<file path="src/common/bbm_pkg.sv">
// constants, encodings and states shared by the bus cycle break matcher
package bbm_pkg;
  // register byte offsets on the avalon slave
  localparam logic [4:0] OFS_ADDR_HI = 5'h00;
  localparam logic [4:0] OFS_ADDR_LO = 5'h04;
  localparam logic [4:0] OFS_CYC_TYPE = 5'h08;
  localparam logic [4:0] OFS_CTRL = 5'h0C;
  localparam logic [4:0] OFS_STANDBY = 5'h10;
  localparam logic [4:0] OFS_STATUS = 5'h14;
  // values after reset
  localparam logic [15:0] RST_ADDR = 16'h0000;
  localparam logic [15:0] RST_CYC_TYPE = 16'h0000;
  localparam logic [15:0] RST_CTRL = 16'h0000;
  localparam logic RST_STANDBY = 1'b1;
  // field positions in the cycle type register
  localparam int unsigned CYC_CP_POS = 6;
  localparam int unsigned CYC_ID_POS = 4;
  localparam int unsigned CYC_RW_POS = 2;
  localparam int unsigned CYC_SZ_POS = 0;
  // field positions in the control register
  localparam int unsigned CTRL_DIS_BIT = 0;
  localparam int unsigned CTRL_WSEL_POS = 1;
  // writable mask of the control register
  localparam logic [15:0] CTRL_MASK = 16'h0007;
  // two-bit selector encodings
  localparam logic [1:0] SEL_NONE = 2'h0;
  localparam logic [1:0] RW_READ = 2'h1;
  localparam logic [1:0] RW_WRITE = 2'h2;
  localparam logic [1:0] ID_FETCH = 2'h1;
  localparam logic [1:0] CP_DMA = 2'h2;
  localparam logic [1:0] SZ_BYTE = 2'h1;
  localparam logic [1:0] SZ_WORD = 2'h2;
  localparam logic [1:0] SZ_LONG = 2'h3;
  // priority level presented with the break request
  localparam logic [3:0] BREAK_LEVEL = 4'hF;
  // trigger width in cycles at ratio four, one entry per select code
  localparam logic [5:0] TRIG_W0 = 6'h02;
  localparam logic [5:0] TRIG_W1 = 6'h04;
  localparam logic [5:0] TRIG_W2 = 6'h08;
  localparam logic [5:0] TRIG_W3 = 6'h10;
  // pulse counter value on the first low cycle
  localparam logic [5:0] TRIG_CNT_START = 6'h01;
  // fetch break tracker states
  typedef enum logic {FB_IDLE, FB_PENDING} bbm_fb_state_t;
endpackage : bbm_pkg

</file>
<file path="src/logic/bbm_matcher.sv">
// bus cycle break matcher with avalon register slave
`timescale 1ns/1ps
// Overview of operation
// - fetch with write condition never matches
// - odd fetch address misses normal even fetches
// - word condition on odd address never matches
// - dma instruction fetch condition never matches
// - full agreement of conditions requests break
// - fetch match latched, later condition register change ignored
// - non-delayed branch: two overrun fetches, destination
// - delayed branch: slot, one overrun, destination
// - fetch break only after execution confirmed
// - overrun fetch satisfies enabled data condition
// - higher exception in decode drops pending break
// - first non-delay branch destination never breaks
// - two-bit select sets trigger width
// - new match restarts full trigger pulse
// - overrun fetch match triggers, no break
// - data and dma matches trigger like breaks
// - disable bit keeps trigger, blocks break
// - reset enters standby; clear before configuring
// - trigger width scales with clock ratio
// - ratio change alters running pulse at once
// - direction codes none, read, write, both
// - size codes ignore, byte, word, longword
// - disable bit resets to zero, enabled
// - break request presented at level fifteen
module bbm_matcher (
  // clock and reset
  input wire logic ref_clk,
  input wire logic rst,
  // avalon-mm register slave
  input wire logic [4:0] avs_address,
  input wire logic avs_read,
  input wire logic avs_write,
  input wire logic [31:0] avs_writedata,
  input wire logic [3:0] avs_byteenable,
  output logic [31:0] avs_readdata,
  output logic avs_waitrequest,
  // internal bus cycle monitor
  input wire logic cyc_valid,
  input wire logic [31:0] cyc_addr,
  input wire logic cyc_dma,
  input wire logic cyc_fetch,
  input wire logic cyc_write,
  input wire logic [1:0] cyc_size,
  input wire logic cyc_dual_fetch,
  input wire logic cyc_overrun,
  input wire logic cyc_branch_dest,
  // cpu pipeline events
  input wire logic fetch_exec_ok,
  input wire logic exc_accept,
  // interrupt controller
  output logic break_irq_req,
  output logic [3:0] break_irq_level,
  input wire logic break_irq_ack,
  // clock ratio strap and trigger pin
  input wire logic clk_ratio_eight,
  output logic break_trigger_out
);
  // configuration registers
  logic [15:0] break_addr_high_reg;
  logic [15:0] break_addr_low_reg;
  logic [15:0] break_cycle_type_reg;
  logic [15:0] break_control_reg;
  logic standby; // module standby
  logic [15:0] next_addr_hi, next_addr_lo, next_cyc_type, next_ctrl;
  logic next_standby;
  // bus slave state
  logic ack; // answer cycle
  logic next_ack;
  logic [31:0] next_readdata;
  // ratio synchroniser
  logic ratio_meta, ratio_sync;
  // fetch tracker and request
  bbm_pkg::bbm_fb_state_t fb_state, next_fb_state;
  logic next_irq_req;
  // condition fields
  logic [31:0] brk_addr;
  logic [1:0] cp, id, rw, sz;
  logic irq_dis;
  // match terms
  logic addr_hit, size_ok, word_odd, master_ok, dir_ok;
  logic fetch_hit, data_hit, overrun_data_hit;
  logic trig_fire, irq_now, fetch_arm, irq_set;
  logic req; // bus request present

  // merge a 16-bit register with the low byte lanes
  function automatic logic [15:0] lane_merge(input logic [15:0] old,
                                             input logic [31:0] wd,
                                             input logic [3:0] be);
    lane_merge = old;
    if (be[0]) begin
      lane_merge[7:0] = wd[7:0];
    end
    if (be[1]) begin
      lane_merge[15:8] = wd[15:8];
    end
  endfunction : lane_merge

  // field decode
  assign brk_addr = {break_addr_high_reg, break_addr_low_reg};
  assign cp = break_cycle_type_reg[bbm_pkg::CYC_CP_POS +: 2];
  assign id = break_cycle_type_reg[bbm_pkg::CYC_ID_POS +: 2];
  assign rw = break_cycle_type_reg[bbm_pkg::CYC_RW_POS +: 2];
  assign sz = break_cycle_type_reg[bbm_pkg::CYC_SZ_POS +: 2];
  assign irq_dis = break_control_reg[bbm_pkg::CTRL_DIS_BIT];
  assign req = avs_read | avs_write;
  // one wait state on every access
  assign avs_waitrequest = req & ~ack;
  // fixed priority level
  assign break_irq_level = bbm_pkg::BREAK_LEVEL;

  // match evaluation against the live cycle
  always_comb begin
    // second instruction of a dual fetch sits two bytes up
    addr_hit = (cyc_addr == brk_addr) ||
               (cyc_fetch && cyc_dual_fetch &&
                ((cyc_addr + 32'h0000_0002) == brk_addr));
    // fetches count as word size
    size_ok = (sz == bbm_pkg::SEL_NONE) ||
              (sz == (cyc_fetch ? bbm_pkg::SZ_WORD : cyc_size));
    // words only ever sit on even addresses
    word_odd = (sz == bbm_pkg::SZ_WORD) && brk_addr[0];
    master_ok = cyc_dma ? cp[1] : cp[0];
    // bit one selects write, bit zero read
    dir_ok = cyc_write ? rw[1] : rw[0];
    // cpu fetch: read only, never dma
    fetch_hit = cyc_valid && !standby && cyc_fetch && addr_hit &&
                cp[0] && !cyc_dma && id[0] && rw[0] &&
                size_ok;
    // data access of either master
    data_hit = cyc_valid && !standby && !cyc_fetch && addr_hit &&
               master_ok && id[1] && dir_ok && size_ok &&
               !word_odd;
    // overrun fetch also counts as a data access
    overrun_data_hit = cyc_valid && !standby && cyc_fetch &&
                       cyc_overrun && addr_hit && master_ok && id[1] &&
                       rw[0] && size_ok;
    // trigger on every match, overruns included
    trig_fire = fetch_hit || data_hit || overrun_data_hit;
    irq_now = data_hit || overrun_data_hit;
    // only real, non-destination fetches wait for execution
    fetch_arm = fetch_hit && !cyc_overrun &&
                !cyc_branch_dest;
  end

  // fetch break tracker, decided at fetch time
  always_comb begin
    next_fb_state = fb_state;
    irq_set = irq_now;
    case (fb_state)
      bbm_pkg::FB_IDLE: begin
        // latch now; later condition writes do not matter
        if (fetch_arm) begin
          next_fb_state = bbm_pkg::FB_PENDING;
        end
      end
      bbm_pkg::FB_PENDING: begin
        if (standby) begin
          next_fb_state = bbm_pkg::FB_IDLE;
        end else if (exc_accept) begin
          // higher exception in decode loses the break
          next_fb_state = bbm_pkg::FB_IDLE;
        end else if (fetch_exec_ok) begin
          // execution confirmed: break now
          next_fb_state = bbm_pkg::FB_IDLE;
          irq_set = 1'b1;
        end
      end
      default: begin
        next_fb_state = bbm_pkg::FB_IDLE;
      end
    endcase
    // disable bit blocks only the request
    irq_set = irq_set && !irq_dis && !standby;
    // set wins over acknowledge
    next_irq_req = irq_set || (break_irq_req && !break_irq_ack &&
                               !standby);
  end

  // tracker and request registers
  always_ff @(posedge ref_clk) begin
    if (rst) begin
      fb_state <= bbm_pkg::FB_IDLE;
      break_irq_req <= 1'b0;
    end else begin
      fb_state <= next_fb_state;
      break_irq_req <= next_irq_req;
    end
  end

  // register writes and read mux
  always_comb begin
    next_addr_hi = break_addr_high_reg;
    next_addr_lo = break_addr_low_reg;
    next_cyc_type = break_cycle_type_reg;
    next_ctrl = break_control_reg;
    next_standby = standby;
    next_ack = req & ~ack;
    next_readdata = avs_readdata;
    if (avs_write && ack) begin
      // standby register always writable
      if (avs_address == bbm_pkg::OFS_STANDBY && avs_byteenable[0]) begin
        next_standby = avs_writedata[0];
      end
      // condition registers ignore writes in standby
      if (!standby) begin
        case (avs_address)
          bbm_pkg::OFS_ADDR_HI: begin
            next_addr_hi = lane_merge(break_addr_high_reg, avs_writedata,
                                      avs_byteenable);
          end
          bbm_pkg::OFS_ADDR_LO: begin
            next_addr_lo = lane_merge(break_addr_low_reg, avs_writedata,
                                      avs_byteenable);
          end
          bbm_pkg::OFS_CYC_TYPE: begin
            next_cyc_type = lane_merge(break_cycle_type_reg,
                                       avs_writedata, avs_byteenable);
          end
          bbm_pkg::OFS_CTRL: begin
            next_ctrl = lane_merge(break_control_reg, avs_writedata,
                                   avs_byteenable) & bbm_pkg::CTRL_MASK;
          end
          default: begin
            next_ctrl = break_control_reg;
          end
        endcase
      end
    end
    // standby holds configuration at reset values
    if (next_standby) begin
      next_addr_hi = bbm_pkg::RST_ADDR;
      next_addr_lo = bbm_pkg::RST_ADDR;
      next_cyc_type = bbm_pkg::RST_CYC_TYPE;
      next_ctrl = bbm_pkg::RST_CTRL;
    end
    // read data captured in the wait cycle
    if (avs_read && !ack) begin
      case (avs_address)
        bbm_pkg::OFS_ADDR_HI: next_readdata = {16'h0000,
                                               break_addr_high_reg};
        bbm_pkg::OFS_ADDR_LO: next_readdata = {16'h0000,
                                               break_addr_low_reg};
        bbm_pkg::OFS_CYC_TYPE: next_readdata = {16'h0000,
                                                break_cycle_type_reg};
        bbm_pkg::OFS_CTRL: next_readdata = {16'h0000, break_control_reg};
        bbm_pkg::OFS_STANDBY: next_readdata = {31'h0, standby};
        // live block state
        bbm_pkg::OFS_STATUS: next_readdata = {27'h0, ratio_sync,
            ~break_trigger_out, break_irq_req,
            fb_state == bbm_pkg::FB_PENDING, standby};
        // unmapped reads as zero
        default: next_readdata = 32'h0000_0000;
      endcase
    end
  end

  // register file and slave registers
  always_ff @(posedge ref_clk) begin
    if (rst) begin
      break_addr_high_reg <= bbm_pkg::RST_ADDR;
      break_addr_low_reg <= bbm_pkg::RST_ADDR;
      break_cycle_type_reg <= bbm_pkg::RST_CYC_TYPE;
      break_control_reg <= bbm_pkg::RST_CTRL;
      standby <= bbm_pkg::RST_STANDBY;
      ack <= 1'b0;
      avs_readdata <= 32'h0000_0000;
    end else begin
      break_addr_high_reg <= next_addr_hi;
      break_addr_low_reg <= next_addr_lo;
      break_cycle_type_reg <= next_cyc_type;
      break_control_reg <= next_ctrl;
      standby <= next_standby;
      ack <= next_ack;
      avs_readdata <= next_readdata;
    end
  end

  // two-stage synchroniser for the ratio strap
  always_ff @(posedge ref_clk) begin
    if (rst) begin
      ratio_meta <= 1'b0;
      ratio_sync <= 1'b0;
    end else begin
      ratio_meta <= clk_ratio_eight;
      ratio_sync <= ratio_meta;
    end
  end

  // trigger pulse output
  bbm_trig_pulse u_trig (
    .ref_clk(ref_clk),
    .rst(rst),
    .fire(trig_fire),
    .standby(standby),
    .width_sel(break_control_reg[bbm_pkg::CTRL_WSEL_POS +: 2]),
    .ratio_eight(ratio_sync),
    .trig_n(break_trigger_out)
  );

  a_fetch_write_none: assert property (
    @(posedge ref_clk) disable iff (rst)
    (cyc_valid && cyc_fetch && rw == bbm_pkg::RW_WRITE &&
     id == bbm_pkg::ID_FETCH) |-> !trig_fire)
    else $error("fetch matched a write-only condition");
  a_dma_fetch_none: assert property (
    @(posedge ref_clk) disable iff (rst)
    (cyc_valid && cyc_dma && cp == bbm_pkg::CP_DMA &&
     id == bbm_pkg::ID_FETCH) |-> !trig_fire)
    else $error("dma fetch condition matched");
  a_word_odd_none: assert property (
    @(posedge ref_clk) disable iff (rst)
    (sz == bbm_pkg::SZ_WORD && brk_addr[0] && !cyc_fetch) |-> !data_hit)
    else $error("word condition on odd address matched");
  a_data_irq_set: assert property (
    @(posedge ref_clk) disable iff (rst)
    (data_hit && !irq_dis) |=> (break_irq_req && !break_trigger_out))
    else $error("data match missed request or trigger");
  a_overrun_no_irq: assert property (
    @(posedge ref_clk) disable iff (rst)
    (fetch_hit && cyc_overrun && !id[1] && !break_irq_req &&
     fb_state == bbm_pkg::FB_IDLE) |=> (!break_irq_req &&
     !break_trigger_out && fb_state == bbm_pkg::FB_IDLE))
    else $error("overrun fetch raised a break");
  a_disable_blocks: assert property (
    @(posedge ref_clk) disable iff (rst)
    (irq_dis && !break_irq_req) |=> !break_irq_req)
    else $error("break raised while disabled");
  a_exc_drops: assert property (
    @(posedge ref_clk) disable iff (rst)
    (fb_state == bbm_pkg::FB_PENDING && exc_accept && !irq_now &&
     !break_irq_req) |=> (fb_state == bbm_pkg::FB_IDLE && !break_irq_req))
    else $error("pending break survived exception");
  a_confirm_break: assert property (
    @(posedge ref_clk) disable iff (rst)
    (fb_state == bbm_pkg::FB_PENDING && fetch_exec_ok && !exc_accept &&
     !standby && !irq_dis) |=> break_irq_req)
    else $error("confirmed fetch break not raised");
  a_level_fixed: assert property (
    @(posedge ref_clk) disable iff (rst)
    break_irq_req |-> break_irq_level == 4'hF)
    else $error("break level not fifteen");
  a_reset_standby: assert property (@(posedge ref_clk)
    rst |=> (standby && break_trigger_out && !break_irq_req))
    else $error("not in standby after reset");
endmodule : bbm_matcher

</file>
<file path="src/logic/bbm_trig_pulse.sv">
// trigger pulse generator with retrigger and ratio scaled width
`timescale 1ns/1ps
module bbm_trig_pulse (
  // clock and reset
  input wire logic ref_clk,
  input wire logic rst,
  // control
  input wire logic fire,
  input wire logic standby,
  input wire logic [1:0] width_sel,
  input wire logic ratio_eight,
  // active low pulse pin
  output logic trig_n
);
  logic active; // pulse in progress
  logic [5:0] cnt; // low cycles elapsed
  logic next_active;
  logic [5:0] next_cnt;
  logic [5:0] width; // live width in cycles

  // width lookup, doubled at ratio eight
  function automatic logic [5:0] width_of(input logic [1:0] sel,
                                          input logic eight);
    logic [5:0] base;
    case (sel)
      2'h0: base = bbm_pkg::TRIG_W0;
      2'h1: base = bbm_pkg::TRIG_W1;
      2'h2: base = bbm_pkg::TRIG_W2;
      default: base = bbm_pkg::TRIG_W3;
    endcase
    width_of = eight ? {base[4:0], 1'b0} : base;
  endfunction : width_of

  // width follows select and ratio every cycle
  assign width = width_of(width_sel, ratio_eight);

  // next pulse state
  always_comb begin
    next_active = active;
    next_cnt = cnt;
    if (standby) begin
      // standby clears the counter
      next_active = 1'b0;
      next_cnt = 6'h00;
    end else if (fire) begin
      // a new match restarts a full pulse
      next_active = 1'b1;
      next_cnt = bbm_pkg::TRIG_CNT_START;
    end else if (active) begin
      // ends once the live width is reached
      if (cnt >= width) begin
        next_active = 1'b0;
        next_cnt = 6'h00;
      end else begin
        next_cnt = cnt + 6'h01;
      end
    end
  end

  // pulse registers, pin idles high
  always_ff @(posedge ref_clk) begin
    if (rst) begin
      active <= 1'b0;
      cnt <= 6'h00;
      trig_n <= 1'b1;
    end else begin
      active <= next_active;
      cnt <= next_cnt;
      trig_n <= ~next_active;
    end
  end

  a_pulse_restart: assert property (
    @(posedge ref_clk) disable iff (rst)
    (fire && !standby) |=> (!trig_n && cnt == bbm_pkg::TRIG_CNT_START))
    else $error("trigger did not restart on match");
  a_pulse_idle: assert property (
    @(posedge ref_clk) disable iff (rst)
    (standby || (!active && !fire)) |=> trig_n)
    else $error("trigger low while idle or in standby");
endmodule : bbm_trig_pulse

</file>
<file path="config.mk">
export PLATFORM = sky130hd
export DESIGN_NAME = bbm_matcher
export DESIGN_NICKNAME = d
export VERILOG_FILES = /design/src/common/bbm_pkg.sv /design/src/logic/bbm_matcher.sv /design/src/logic/bbm_trig_pulse.sv
export SDC_FILE = /design/constraint.sdc
export NUM_CORES = 1
export LEC_CHECK = 0
export BUFFER_PORTS_ARGS = -buffer_cell sky130_fd_sc_hd__buf_4
export CAP_MARGIN = 0
export CORE_ASPECT_RATIO = 1.4
export CORE_MARGIN = 1.5
export CORE_UTILIZATION = 49
export CTS_CLUSTER_DIAMETER = 120
export CTS_CLUSTER_SIZE = 28
export DETAILED_ROUTE_END_ITERATION = 10
export GPL_ROUTABILITY_DRIVEN = 0
export MAX_ROUTING_LAYER = met4
export PLACE_DENSITY_LB_ADDON = 0.05
export REMOVE_ABC_BUFFERS = 1
export SETUP_SLACK_MARGIN = 0.1
export SYNTH_ARGS = -nofsm -noshare
export SYNTH_HDL_FRONTEND = slang
export SYNTH_SLANG_ARGS = --single-unit
export TNS_END_PERCENT = 50
</file>
<file path="constraint.sdc">
create_clock -name ref_clk -period 2.6 [get_ports ref_clk]
set_clock_uncertainty 0.15 [all_clocks]
set_input_delay 0.13 -clock ref_clk [delete_from_list [all_inputs] [get_ports ref_clk]]
set_output_delay 0.13 -clock ref_clk [all_outputs]
set_load 0.1 [all_outputs]
</file>
---- Word-level counts from Yosys, hierarchy flattened ----
Index checks and enable logic that the tools add are counted.
word-level totals
  latch bits .............................. 0
  ROM bits ................................ 0
  bits in writable memories ............... 0
  register bits after elaboration ......... 97
  memories kept ........................... 0
  output and inout port bits .............. 39
  word-level logic and storage cells ...... 125
cells by class
  shift-type cells ........................ 0
  bitwise gates (word level) .............. 7
  eq/ne operators ......................... 11
  multiply operators ...................... 0
  reduce and logical (&&, ||, !) cells .... 62
  div/mod/pow operators ................... 0
  magnitude comparators ................... 1
  mux-type cells .......................... 24
  add/sub/neg operators ................... 2
operator list
  cell                                                 number
  case mux 16 bit (6 select lines)                     1
  equality test 32 bit                                 2
  logical AND 1 bit                                    33
  adder 32 x 2 -> 32 bit, second input constant        1
  AND reduction 4 bit                                  7
  two-way mux 1 bit                                    18
  case mux 5 bit (3 select lines)                      1
  two-way mux 6 bit                                    2
  equality test 5 x 4 -> 1 bit, second input constant  2
  equality test 5 bit, second input constant           2
  logical NOT 1 bit                                    9
  adder 6 x 1 -> 6 bit, second input constant          1
  greater-or-equal comparator 6 bit                    1
  logical OR 1 bit                                     6
  equality test 5 x 3 -> 1 bit, second input constant  1
  logical NOT 5 bit                                    1
  inverter 1 bit                                       5
  equality test 2 bit, second input constant           2
  logical NOT 2 bit                                    2
  OR reduction 2 bit                                   2
  OR reduction 3 bit                                   1
  equality test 2 x 1 -> 1 bit, second input constant  1
  equality test 2 bit                                  1
  two-way mux 2 bit                                    1
  other kinds (4)                                      4

---- Logic depth before layout (Yosys ltp) ----
Gate-level depths: netlist of the first run.
  depth after elaboration ................. 18
  depth in mapped cells ................... 13
  gate-level depth less buffers ........... 11

---- Modules after synthesis ----
From an unflattened synthesis of the first run, not the netlist that was laid out.
second synthesis, totals
  cells, all modules ...................... 639
  area, all modules ....................... 5343.9 µm²
by module, submodules not included
  module          area each (µm²)  cells an instance  sequential area each (µm²)  instances
  bbm_matcher     4780.8           571                1461.4                      1
  bbm_trig_pulse  563.0            68                 160.2                       1

---- Least setup slack after synthesis of the first run ----
Ideal clock, no wire load.
  path kind ............................... in2reg
  start point ............................. in cyc_addr[1]
  end point ............................... reg u_trig.cnt[2]
  stages on the path ...................... 12
  setup slack ............................. -0.253 ns
  arrival ................................. 2.578 ns
  required time ........................... 2.325 ns
  path buffers ............................ 2
  cell sequence ........................... ha_1 > buf_2 > nand3_4 > or4_4 > buf_6 > nor4_4 > xor2_1 > mux2_2 > o221ai_2 > o41ai_4 > nand3_4 > nor3b_2
between the ends
  cells in the longest elaborated chain, start to end .. 13
RTL lines
  element                                            RTL line                                source
  start: declaration                                 bbm_matcher.sv:42                       input wire logic [31:0] cyc_addr,
  adder 32 x 2 -> 32 bit                             bbm_matcher.sv:119                      ((cyc_addr + 32'h0000_0002) == brk_addr));
  equality test 32 bit                               bbm_matcher.sv:119
  logical AND 1 bit                                  bbm_matcher.sv:118                      (cyc_fetch && cyc_dual_fetch &&
  logical OR 1 bit *                                 bbm_matcher.sv:117                      addr_hit = (cyc_addr == brk_addr) ||
  logical AND 1 bit (on tied branches) (2 in a row)  bbm_matcher.sv:129, bbm_matcher.sv:133
  logical AND 1 bit (on tied branches) (4 in a row)  bbm_matcher.sv:130, bbm_matcher.sv:134
  logical OR 1 bit                                   bbm_matcher.sv:141                      trig_fire = fetch_hit || data_hit || overrun_data_hit;
  logical OR 1 bit *                                 bbm_matcher.sv:141
  OR reduction 3 bit (no source line) *              -
  end signal: assignment                             bbm_trig_pulse.sv:68                    cnt <= next_cnt;
  end: declaration                                   bbm_trig_pulse.sv:16                    logic [5:0] cnt;
Mark *: on every way between the ends. The rest lies on a longest branch, timed or not.
A chain may end at the register's enable or synchronous reset.

---- Final worst setup path of the first run ----
  start point ............................. in cyc_addr[1]
  end point ............................... reg break_irq_req
between the ends
  cells in the longest elaborated chain, start to end .. 18
RTL lines
  element                           RTL line            source
  adder 32 x 2 -> 32 bit            bbm_matcher.sv:119
  equality test 32 bit              bbm_matcher.sv:119
  logical AND 1 bit                 bbm_matcher.sv:118
  logical OR 1 bit *                bbm_matcher.sv:117
  logical AND 1 bit (2 in a row)    bbm_matcher.sv:133  data_hit = cyc_valid && !standby && !cyc_fetch && addr_hit &&
  logical AND 1 bit (4 in a row)    bbm_matcher.sv:134  master_ok && id[1] && dir_ok && size_ok &&
  logical OR 1 bit *                bbm_matcher.sv:142  irq_now = data_hit || overrun_data_hit;
  two-way mux 1 bit                 bbm_matcher.sv:165  end else if (fetch_exec_ok) begin
  two-way mux 1 bit                 bbm_matcher.sv:162  end else if (exc_accept) begin
  two-way mux 1 bit                 bbm_matcher.sv:160  if (standby) begin
  two-way mux 1 bit *               bbm_matcher.sv:152  case (fb_state)
  logical AND 1 bit * (2 in a row)  bbm_matcher.sv:176  irq_set = irq_set && !irq_dis && !standby;
  logical OR 1 bit *                bbm_matcher.sv:178  next_irq_req = irq_set || (break_irq_req && !break_irq_ack &&
  end signal: assignment            bbm_matcher.sv:189  break_irq_req <= next_irq_req;
  end: declaration                  bbm_matcher.sv:54   output logic break_irq_req,
Marked as above.

==> results.py, run 1 <==
metrics = {
    "cells_and_area": {
        "fin_nets": 873,
        "antenna_cells": 0,
        "synthToLayoutAreaGrowth_pct": 35.4,
        "fillers": 880,
        "drive_gt1_share_pct": 26.6,
        "final_cells": 919,
    },
    "synth": {
        "syn_area_per_cell_sq_um": 8.48,
        "synth_area_leaders": "dfxtp_1 32%, mux2i_1 12%, nor2_1 7.3%",
        "ys_seq_area_share_pct": 31.5,
        "yosysUniqueCellTypes": 63,
        "synth.cell_area_sq_um": 5150,
        "synth_warnings": 0,
        "async_flop_share_pct": 0,
        "synthCells": 607,
        "yosysMostFrequentCell": "nor2_1",
        "synth_edf_count": 0,
        "synth_common_cells": "100 x nor2_1, 81 x dfxtp_1, 60 x mux2i_1",
        "yosys.area.top_type": "dfxtp_1",
        "ys.flop_type": "dfxtp_1",
        "ys_ff_latch": 81,
        "synth_top_area_share_pct": 31.5,
    },
    "sta": {
        "fin_crit_sh_pct": 103,
        "slew_headroom_pct": 32.0,
        "slew_viol_final": 0,
        "rsz0062_at_grt": "true",
        "worst_slack_ns": -0.0895,
        "setup_violations": 8,
        "layout_min_cycle_time_ns": 2.69,
        "max_clock_freq_mhz": 372,
        "tightest_slew_ns": 1.02,
        "finalHoldViolCount": 0,
    },
    "worst_setup_path": {
        "startpoint_type": "input port",
        "endpoint_kind": "flop",
        "r2r_setup_slack_ns": -0.08,
        "cp.required_ns": 2.72,
        "r2r_start": "break_addr_low_reg[4]$_SDFFE_PP0P_",
        "reg2reg_to": "break_irq_req$_SDFF_PP0_",
        "crit_fanout": 4,
        "endpoint": "break_irq_req$_SDFF_PP0_",
        "r2r.worst_path.cells": 10,
        "critPathKind": "in -> reg",
        "startpoint": "cyc_addr[1]",
        "crit_arrival_ns": 2.81,
    },
    "run_status": {
        "status": "finished with violations",
        "violations": "setup timing",
    },
    "floorplanning": {
        "io_pins": 129,
        "die_y_um": 124,
        "fp.coreArea_sq_um": 10300,
        "rows": 44,
        "dieWidth_um": 89.6,
        "die-area_sq_um": 11100,
        "start_util_pct": 50.0,
    },
    "global_route": {
        "antenna_found_initial": 0,
        "overflow": 0,
        "grt_max_degree": 53,
        "grt_pass1_wl_um": 25400,
        "grtUsageTotal_pct": 30.5,
        "grt_pass1_vias": 5152,
    },
    "cts": {
        "htree_levels": 3,
        "insertion_delay_ns": 0.34,
        "cts_root_buffer": "clkbuf_16",
        "numCtsBuffers": 9,
        "path_clk_slew_ns": 0.06,
        "tritoncts": "built",
        "clock_sinks": 81,
        "clk_path_buf_depth": 2,
    },
    "power_and_ir_drop": {
        "seqPwrFrac_pct": 40.2,
        "p_int_mw": 2.21,
        "swShare_pct": 28.9,
        "p_leak_nw": 2.63,
        "combPwrFrac_pct": 17.1,
        "power_density_nw_per_um2": 445,
        "pwr-share-clk_pct": 42.8,
        "vdd_ir_drop_max_mv": 0.349,
        "p_switching_uw": 896,
    },
    "placed_design": {
        "io_buffers": 90,
        "dp_cells": 874,
        "preCtsSetupSlack_ns": -0.408,
        "hpwl_um": 12600,
    },
    "route": {
        "drt_iter0_markers": 320,
        "drt-wirelength-per-cell_um": 17.7,
        "drc": 0,
        "routed_wl_um": 16300,
        "vias": 5250,
        "ant_nets": 0,
        "drt_pass1_iterations": 7,
        "detail_route.vias_per_cell": 5.71,
    },
    "flow_run": {
        "max-cap-violations": 0,
    },
    "worst_hold_path": {
        "hp-class": "in -> reg",
    },
}
==> power groups by stage <==
stage / clock network (mW) / logic, mW / registers (mW)
after floorplan: 0 / 0.250 / 1.28
after global placement: 0 / 0.478 / 1.28
after detailed placement: 0 / 0.483 / 1.28
after CTS: 1.34 / 0.523 / 1.25
after global routing: 1.40 / 0.557 / 1.25
final: 1.33 / 0.530 / 1.25
==> cell usage in the layout, fill, tap and decap left out, types with 3 or more instances in the layout <==
cell	n
clkbuf_16	9
nand2_1	21
o21a_1	3
nand4b_1	5
nand3b_1	8
nand3_1	16
dfxtp_1	79
conb_1	20
or3_1	3
a222oi_1	11
nand4_1	15
nor3_1	23
nor4_1	9
nor2b_1	9
inv_1	10
mux2_2	3
and3_1	10
nor2_1	100
a211oi_1	4
o22ai_1	5
mux2i_1	60
ha_1	6
nor3b_1	4
xnor2_1	25
xor2_1	22
nand2b_1	6
dlygate4sd3_1	27
nor3b_2	4
buf_4	161
a21oi_1	32
o21ai_0	9
and4_1	4
==> cells by family after synthesis <==
| logic type | after synthesis | synth area share [%] |
|---|---|---|
| buf+inv | 58 | 5.98 |
| xor+xnor | 51 | 8.68 |
| simple gates | 253 | 27.0 |
| flops | 81 | 31.5 |
| compound gates | 92 | 12.7 |
| fa+ha+maj | 7 | 1.70 |
| other cells | 2 | 0.146 |
| mux | 63 | 12.3 |
==> how the worst min path moves through the flow <==
| stage | startpoint | endpoint | slack, ns | cells past startpoint |
|---|---|---|---|---|
| 2_1_floorplan | rst | ratio_meta$_SDFF_PP0_ | 0.05 | 1 |
| 3_3_place_gp | clk_ratio_eight | ratio_meta$_SDFF_PP0_ | 0.20 | 2 |
| 3_5_place_dp | clk_ratio_eight | ratio_meta$_SDFF_PP0_ | 0.21 | 2 |
| 4_1_cts | exc_accept | break_irq_req$_SDFF_PP0_ | 0.03 | 4 |
| 5_1_grt | exc_accept | break_irq_req$_SDFF_PP0_ | 0.06 | 4 |
| 6_report | exc_accept | break_irq_req$_SDFF_PP0_ | 0.04 | 4 |
==> layout make-up <==
cell class	count	area [sq um]	area share, %
Multi-Input combinational cell	486	3340	47.9
Inverter	10	37.5	0.539
Clock buffer	9	225	3.23
Sequential cell	81	1630	23.3
Tap cell	138	173	2.48
Timing Repair Buffer	188	1480	21.2
Clock inverter	7	86.3	1.24
==> critical path, cell delays in order <==
cell and delay, ns:
buf_4 0.09, buf_4 0.15, nand4_4 0.11, or4_4 0.59
o41ai_1 0.47, mux2_2 0.24, o221ai_2 0.11, o41ai_4 0.51
buf_4 0.19, nand3b_1 0.08, a21oi_1 0.15
==> layer usage <==
layer | vias up | part of all wire (%) | GRT usage, % | wire (um)
met5 | - | 0 | - | 0
met4 | 0 | 5.8 | 16.5 | 945
met3 | 61 | 5.4 | 5.17 | 883
met2 | 229 | 53 | 51.7 | 8590
met1 | 2457 | 36 | 32.7 | 5890
li1 | 2503 | - | - | -
==> what timing repair did <==
item                                   in CTS  in global routing
endpoints found under the hold margin      68                  0
hold buffers                               27                  0
setup endpoints to repair                  10                 10
setup buffers                               2                  0
pin swaps                                  11                  0
gates resized for setup                    11                  3
cloned                                      0                  0
==> stage by stage <==
stage	instance area [sq um]	setup TNS, ns	total power, mW	util, %	hold WS [ns]
after global routing	6970	-1.35	3.21	67.7	0.0636
after CTS	6960	-0.275	3.11	67.6	0.0339
after global placement	6310	-3.36	1.75	61.3	0.199
after floorplan	4940	-2.08	1.53	-	0.0516
after detailed placement	6310	-3.69	1.76	61.3	0.207
final	6970	-0.533	3.10	67.7	0.0379
Note: power is estimated with default switching activity, not from simulation.
==> run 2, diff against run 1 <==
--- a/config.mk
+++ b/config.mk
@@ -5,14 +5,14 @@
 export SDC_FILE = /design/constraint.sdc
 export NUM_CORES = 1
 export LEC_CHECK = 0
-export BUFFER_PORTS_ARGS = -buffer_cell sky130_fd_sc_hd__buf_4
 export CAP_MARGIN = 0
 export CORE_ASPECT_RATIO = 1.4
 export CORE_MARGIN = 1.5
-export CORE_UTILIZATION = 49
+export CORE_UTILIZATION = 50
 export CTS_CLUSTER_DIAMETER = 120
 export CTS_CLUSTER_SIZE = 28
 export DETAILED_ROUTE_END_ITERATION = 10
+export DONT_BUFFER_PORTS = 1
 export GPL_ROUTABILITY_DRIVEN = 0
 export MAX_ROUTING_LAYER = met4
 export PLACE_DENSITY_LB_ADDON = 0.05
==> run 2 against run 1 <==
  * The run still ends with setup timing left
  * Global-route usage rose by 0.30 points
  * Sequential power barely moved
  * Via count down 6.5%
  * Largest cell class unchanged
  * Largest power group unchanged
  * Highest routed layer unchanged
==> results.py, run 2 (synthesized netlist as in run 1, its figures left out) <==
metrics = {
    "run_status": {
        "status": "finished with violations",
        "violations": "setup timing",
    },
    "route": {
        "ant_nets": 0,
        "drc": 0,
        "drt_iter0_markers": 324,
        "routed_wl_um": 16100,
        "drt-wirelength-per-cell_um": 19.3,
        "detail_route.vias_per_cell": 5.89,
        "drt_pass1_iterations": 5,
        "vias": 4907,
    },
    "global_route": {
        "gr-usage-met2_pct": 53.3,
        "grt_pass1_wl_um": 24400,
        "overflow": 0,
        "grtUsageTotal_pct": 30.8,
        "gr-usage-met3_pct": 6.01,
        "met1_usage_pct": 32.6,
        "grt_max_degree": 28,
        "antenna_found_initial": 0,
        "busiest_layer": "met2",
        "grt_pass1_vias": 4802,
    },
    "worst_setup_path": {
        "crit_fanout": 8,
        "endpoint_kind": "flop",
        "r2r_setup_slack_ns": -0.07,
        "crit_arrival_ns": 2.76,
        "reg2reg_to": "u_trig.cnt[1]$_SDFFE_PP0P_",
        "r2r.worst_path.cells": 9,
        "r2r_start": "break_addr_low_reg[10]$_SDFFE_PP0P_",
        "startpoint_type": "flop",
        "critPathKind": "reg -> reg",
        "cp.required_ns": 2.69,
    },
    "cts": {
        "tritoncts": "built",
        "numCtsBuffers": 9,
        "cts_root_buffer": "clkbuf_16",
        "clock_sinks": 81,
        "path_clk_slew_ns": 0.07,
        "htree_levels": 3,
        "clk_path_buf_depth": 2,
        "insertion_delay_ns": 0.34,
    },
    "cells_and_area": {
        "multiInputGateArea_sq_um": 3430,
        "fillers": 866,
        "final_core_util_pct": 64.5,
        "layout_commonest_cell": "nor2_1",
        "fin_nets": 790,
        "seqCellArea_sq_um": 1630,
        "final_cells": 833,
        "postLayoutCellArea_sq_um": 6420,
        "layout_common_cells": "98 x nor2_1, 77 x dfxtp_1, 73 x buf_4, 60 x mux2i_1, 32 x a21oi_1",
        "synthToLayoutAreaGrowth_pct": 24.7,
        "antenna_cells": 0,
        "drive_gt1_share_pct": 19.8,
    },
    "worst_hold_path": {
        "holdPathStages": 4,
        "hp-class": "in -> reg",
        "min_to": "fb_state$_SDFF_PP0_",
        "holdCritStartpoint": "cyc_size[0]",
    },
    "placed_design": {
        "dp_cells": 784,
        "dpl_cell_area_sq_um": 5660,
        "io_buffers": 0,
        "hpwl_um": 12300,
    },
    "sta": {
        "finalHoldViolCount": 0,
        "layout_min_cycle_time_ns": 2.67,
        "setup_violations": 8,
        "whs_ns": 0.0352,
        "fin_crit_sh_pct": 103,
        "worst_slack_ns": -0.0735,
        "rsz0062_at_grt": "true",
        "tightest_slew_ns": 1.06,
        "slew_viol_final": 0,
        "max_clock_freq_mhz": 374,
        "slew_headroom_pct": 28.9,
    },
    "power_and_ir_drop": {
        "vdd_ir_drop_max_mv": 0.324,
        "power_density_nw_per_um2": 456,
        "p_leak_nw": 2.23,
    },
    "floorplanning": {
        "rows": 43,
        "start_util_pct": 51.7,
        "die-area_sq_um": 10900,
        "fp.coreArea_sq_um": 9950,
        "io_pins": 129,
        "die_y_um": 123,
        "dieWidth_um": 88.8,
    },
    "flow_run": {
        "max-cap-violations": 0,
    },
}
[run 2: cell types whose count changed in the layout (fill, tap and decap cells not counted), moves of 2 or more]
cell           change
dlygate4sd3_1      +4
xnor2_1            -3
nor4_1             -3
xnor2_2            +4
nor2_1             -2
dfxtp_1            -2
and3_4             +2
and3_1             -2
nor4_2             +3
dfxtp_2            +3
buf_4             -88
nor2_2             +2
[run 2: cell type report]
class | instances | share of cell area (%)
inverter | 10 | 0.585
timing repair buffer | 104 | 13.4
tap | 135 | 2.63
sequential | 81 | 25.3
clock inverter | 7 | 1.23
multi-input combinational | 487 | 53.4
clock buffer | 9 | 3.51
[run 2: worst max-delay path by stage]
| stage | from | endpoint | cells past startpoint |
|---|---|---|---|
| 6_report | break_addr_low_reg[10]$_SDFFE_PP0P_ | u_trig.cnt[1]$_SDFFE_PP0P_ | 9 |
| 3_3_place_gp | cyc_addr[1] | u_trig.cnt[1]$_SDFFE_PP0P_ | 11 |
| 2_1_floorplan | cyc_addr[1] | u_trig.cnt[1]$_SDFFE_PP0P_ | 10 |
| 5_1_grt | break_addr_low_reg[1]$_SDFFE_PP0P_ | u_trig.cnt[1]$_SDFFE_PP0P_ | 10 |
| 3_5_place_dp | cyc_addr[1] | u_trig.cnt[4]$_SDFFE_PP0P_ | 11 |
| 4_1_cts | break_addr_low_reg[2]$_SDFFE_PP0P_ | u_trig.cnt[4]$_SDFFE_PP0P_ | 10 |
[run 2: metal layers]
layer | share of wire [%] | up-vias
met3 | 6.0 | 54
met2 | 53 | 174
met4 | 4.7 | 0
li1 | - | 2344
met5 | 0 | -
met1 | 37 | 2335
[run 2: power by group]
group / internal, mW / switching [mW] / leakage, nW / total (mW)
Combinational: 0.116 / 0.262 / 1.43 / 0.378
Sequential: 1.24 / 0.00342 / 0.655 / 1.25
Clock: 0.754 / 0.549 / 0.144 / 1.30
[run 2: stage by stage]
stage,TNS [ns],total power [mW],setup slack [ns]
finish,-0.375,2.93,-0.0735
global route,-1.07,3.02,-0.144
CTS,-0.0348,2.93,-0.0204
detailed placement,-2.42,1.59,-0.274
global placement,-2.08,1.58,-0.241
floorplan,-2.08,1.53,-0.216
[run 2: worst max-delay path, cell delays in order, from the launching register on]
cell     delay [ns]
dfxtp_1        0.33
xnor2_1        0.36
nand3_1        0.18
nor4_2         0.30
nand4_1        0.13
or4_4          0.52
o41ai_4        0.07
buf_4          0.19
nand3_4        0.11
and3_4         0.22
[run 2: timing repair]
item / 4_1_cts / 5_1_grt
resized for setup: 11 / 17
pin swaps: 14 / 8
cloned: 1 / 0
endpoints found under the hold margin: 80 / 0
buffers inserted: 0 / 1
endpoints found under the setup margin: 10 / 10
hold buffers: 31 / 0
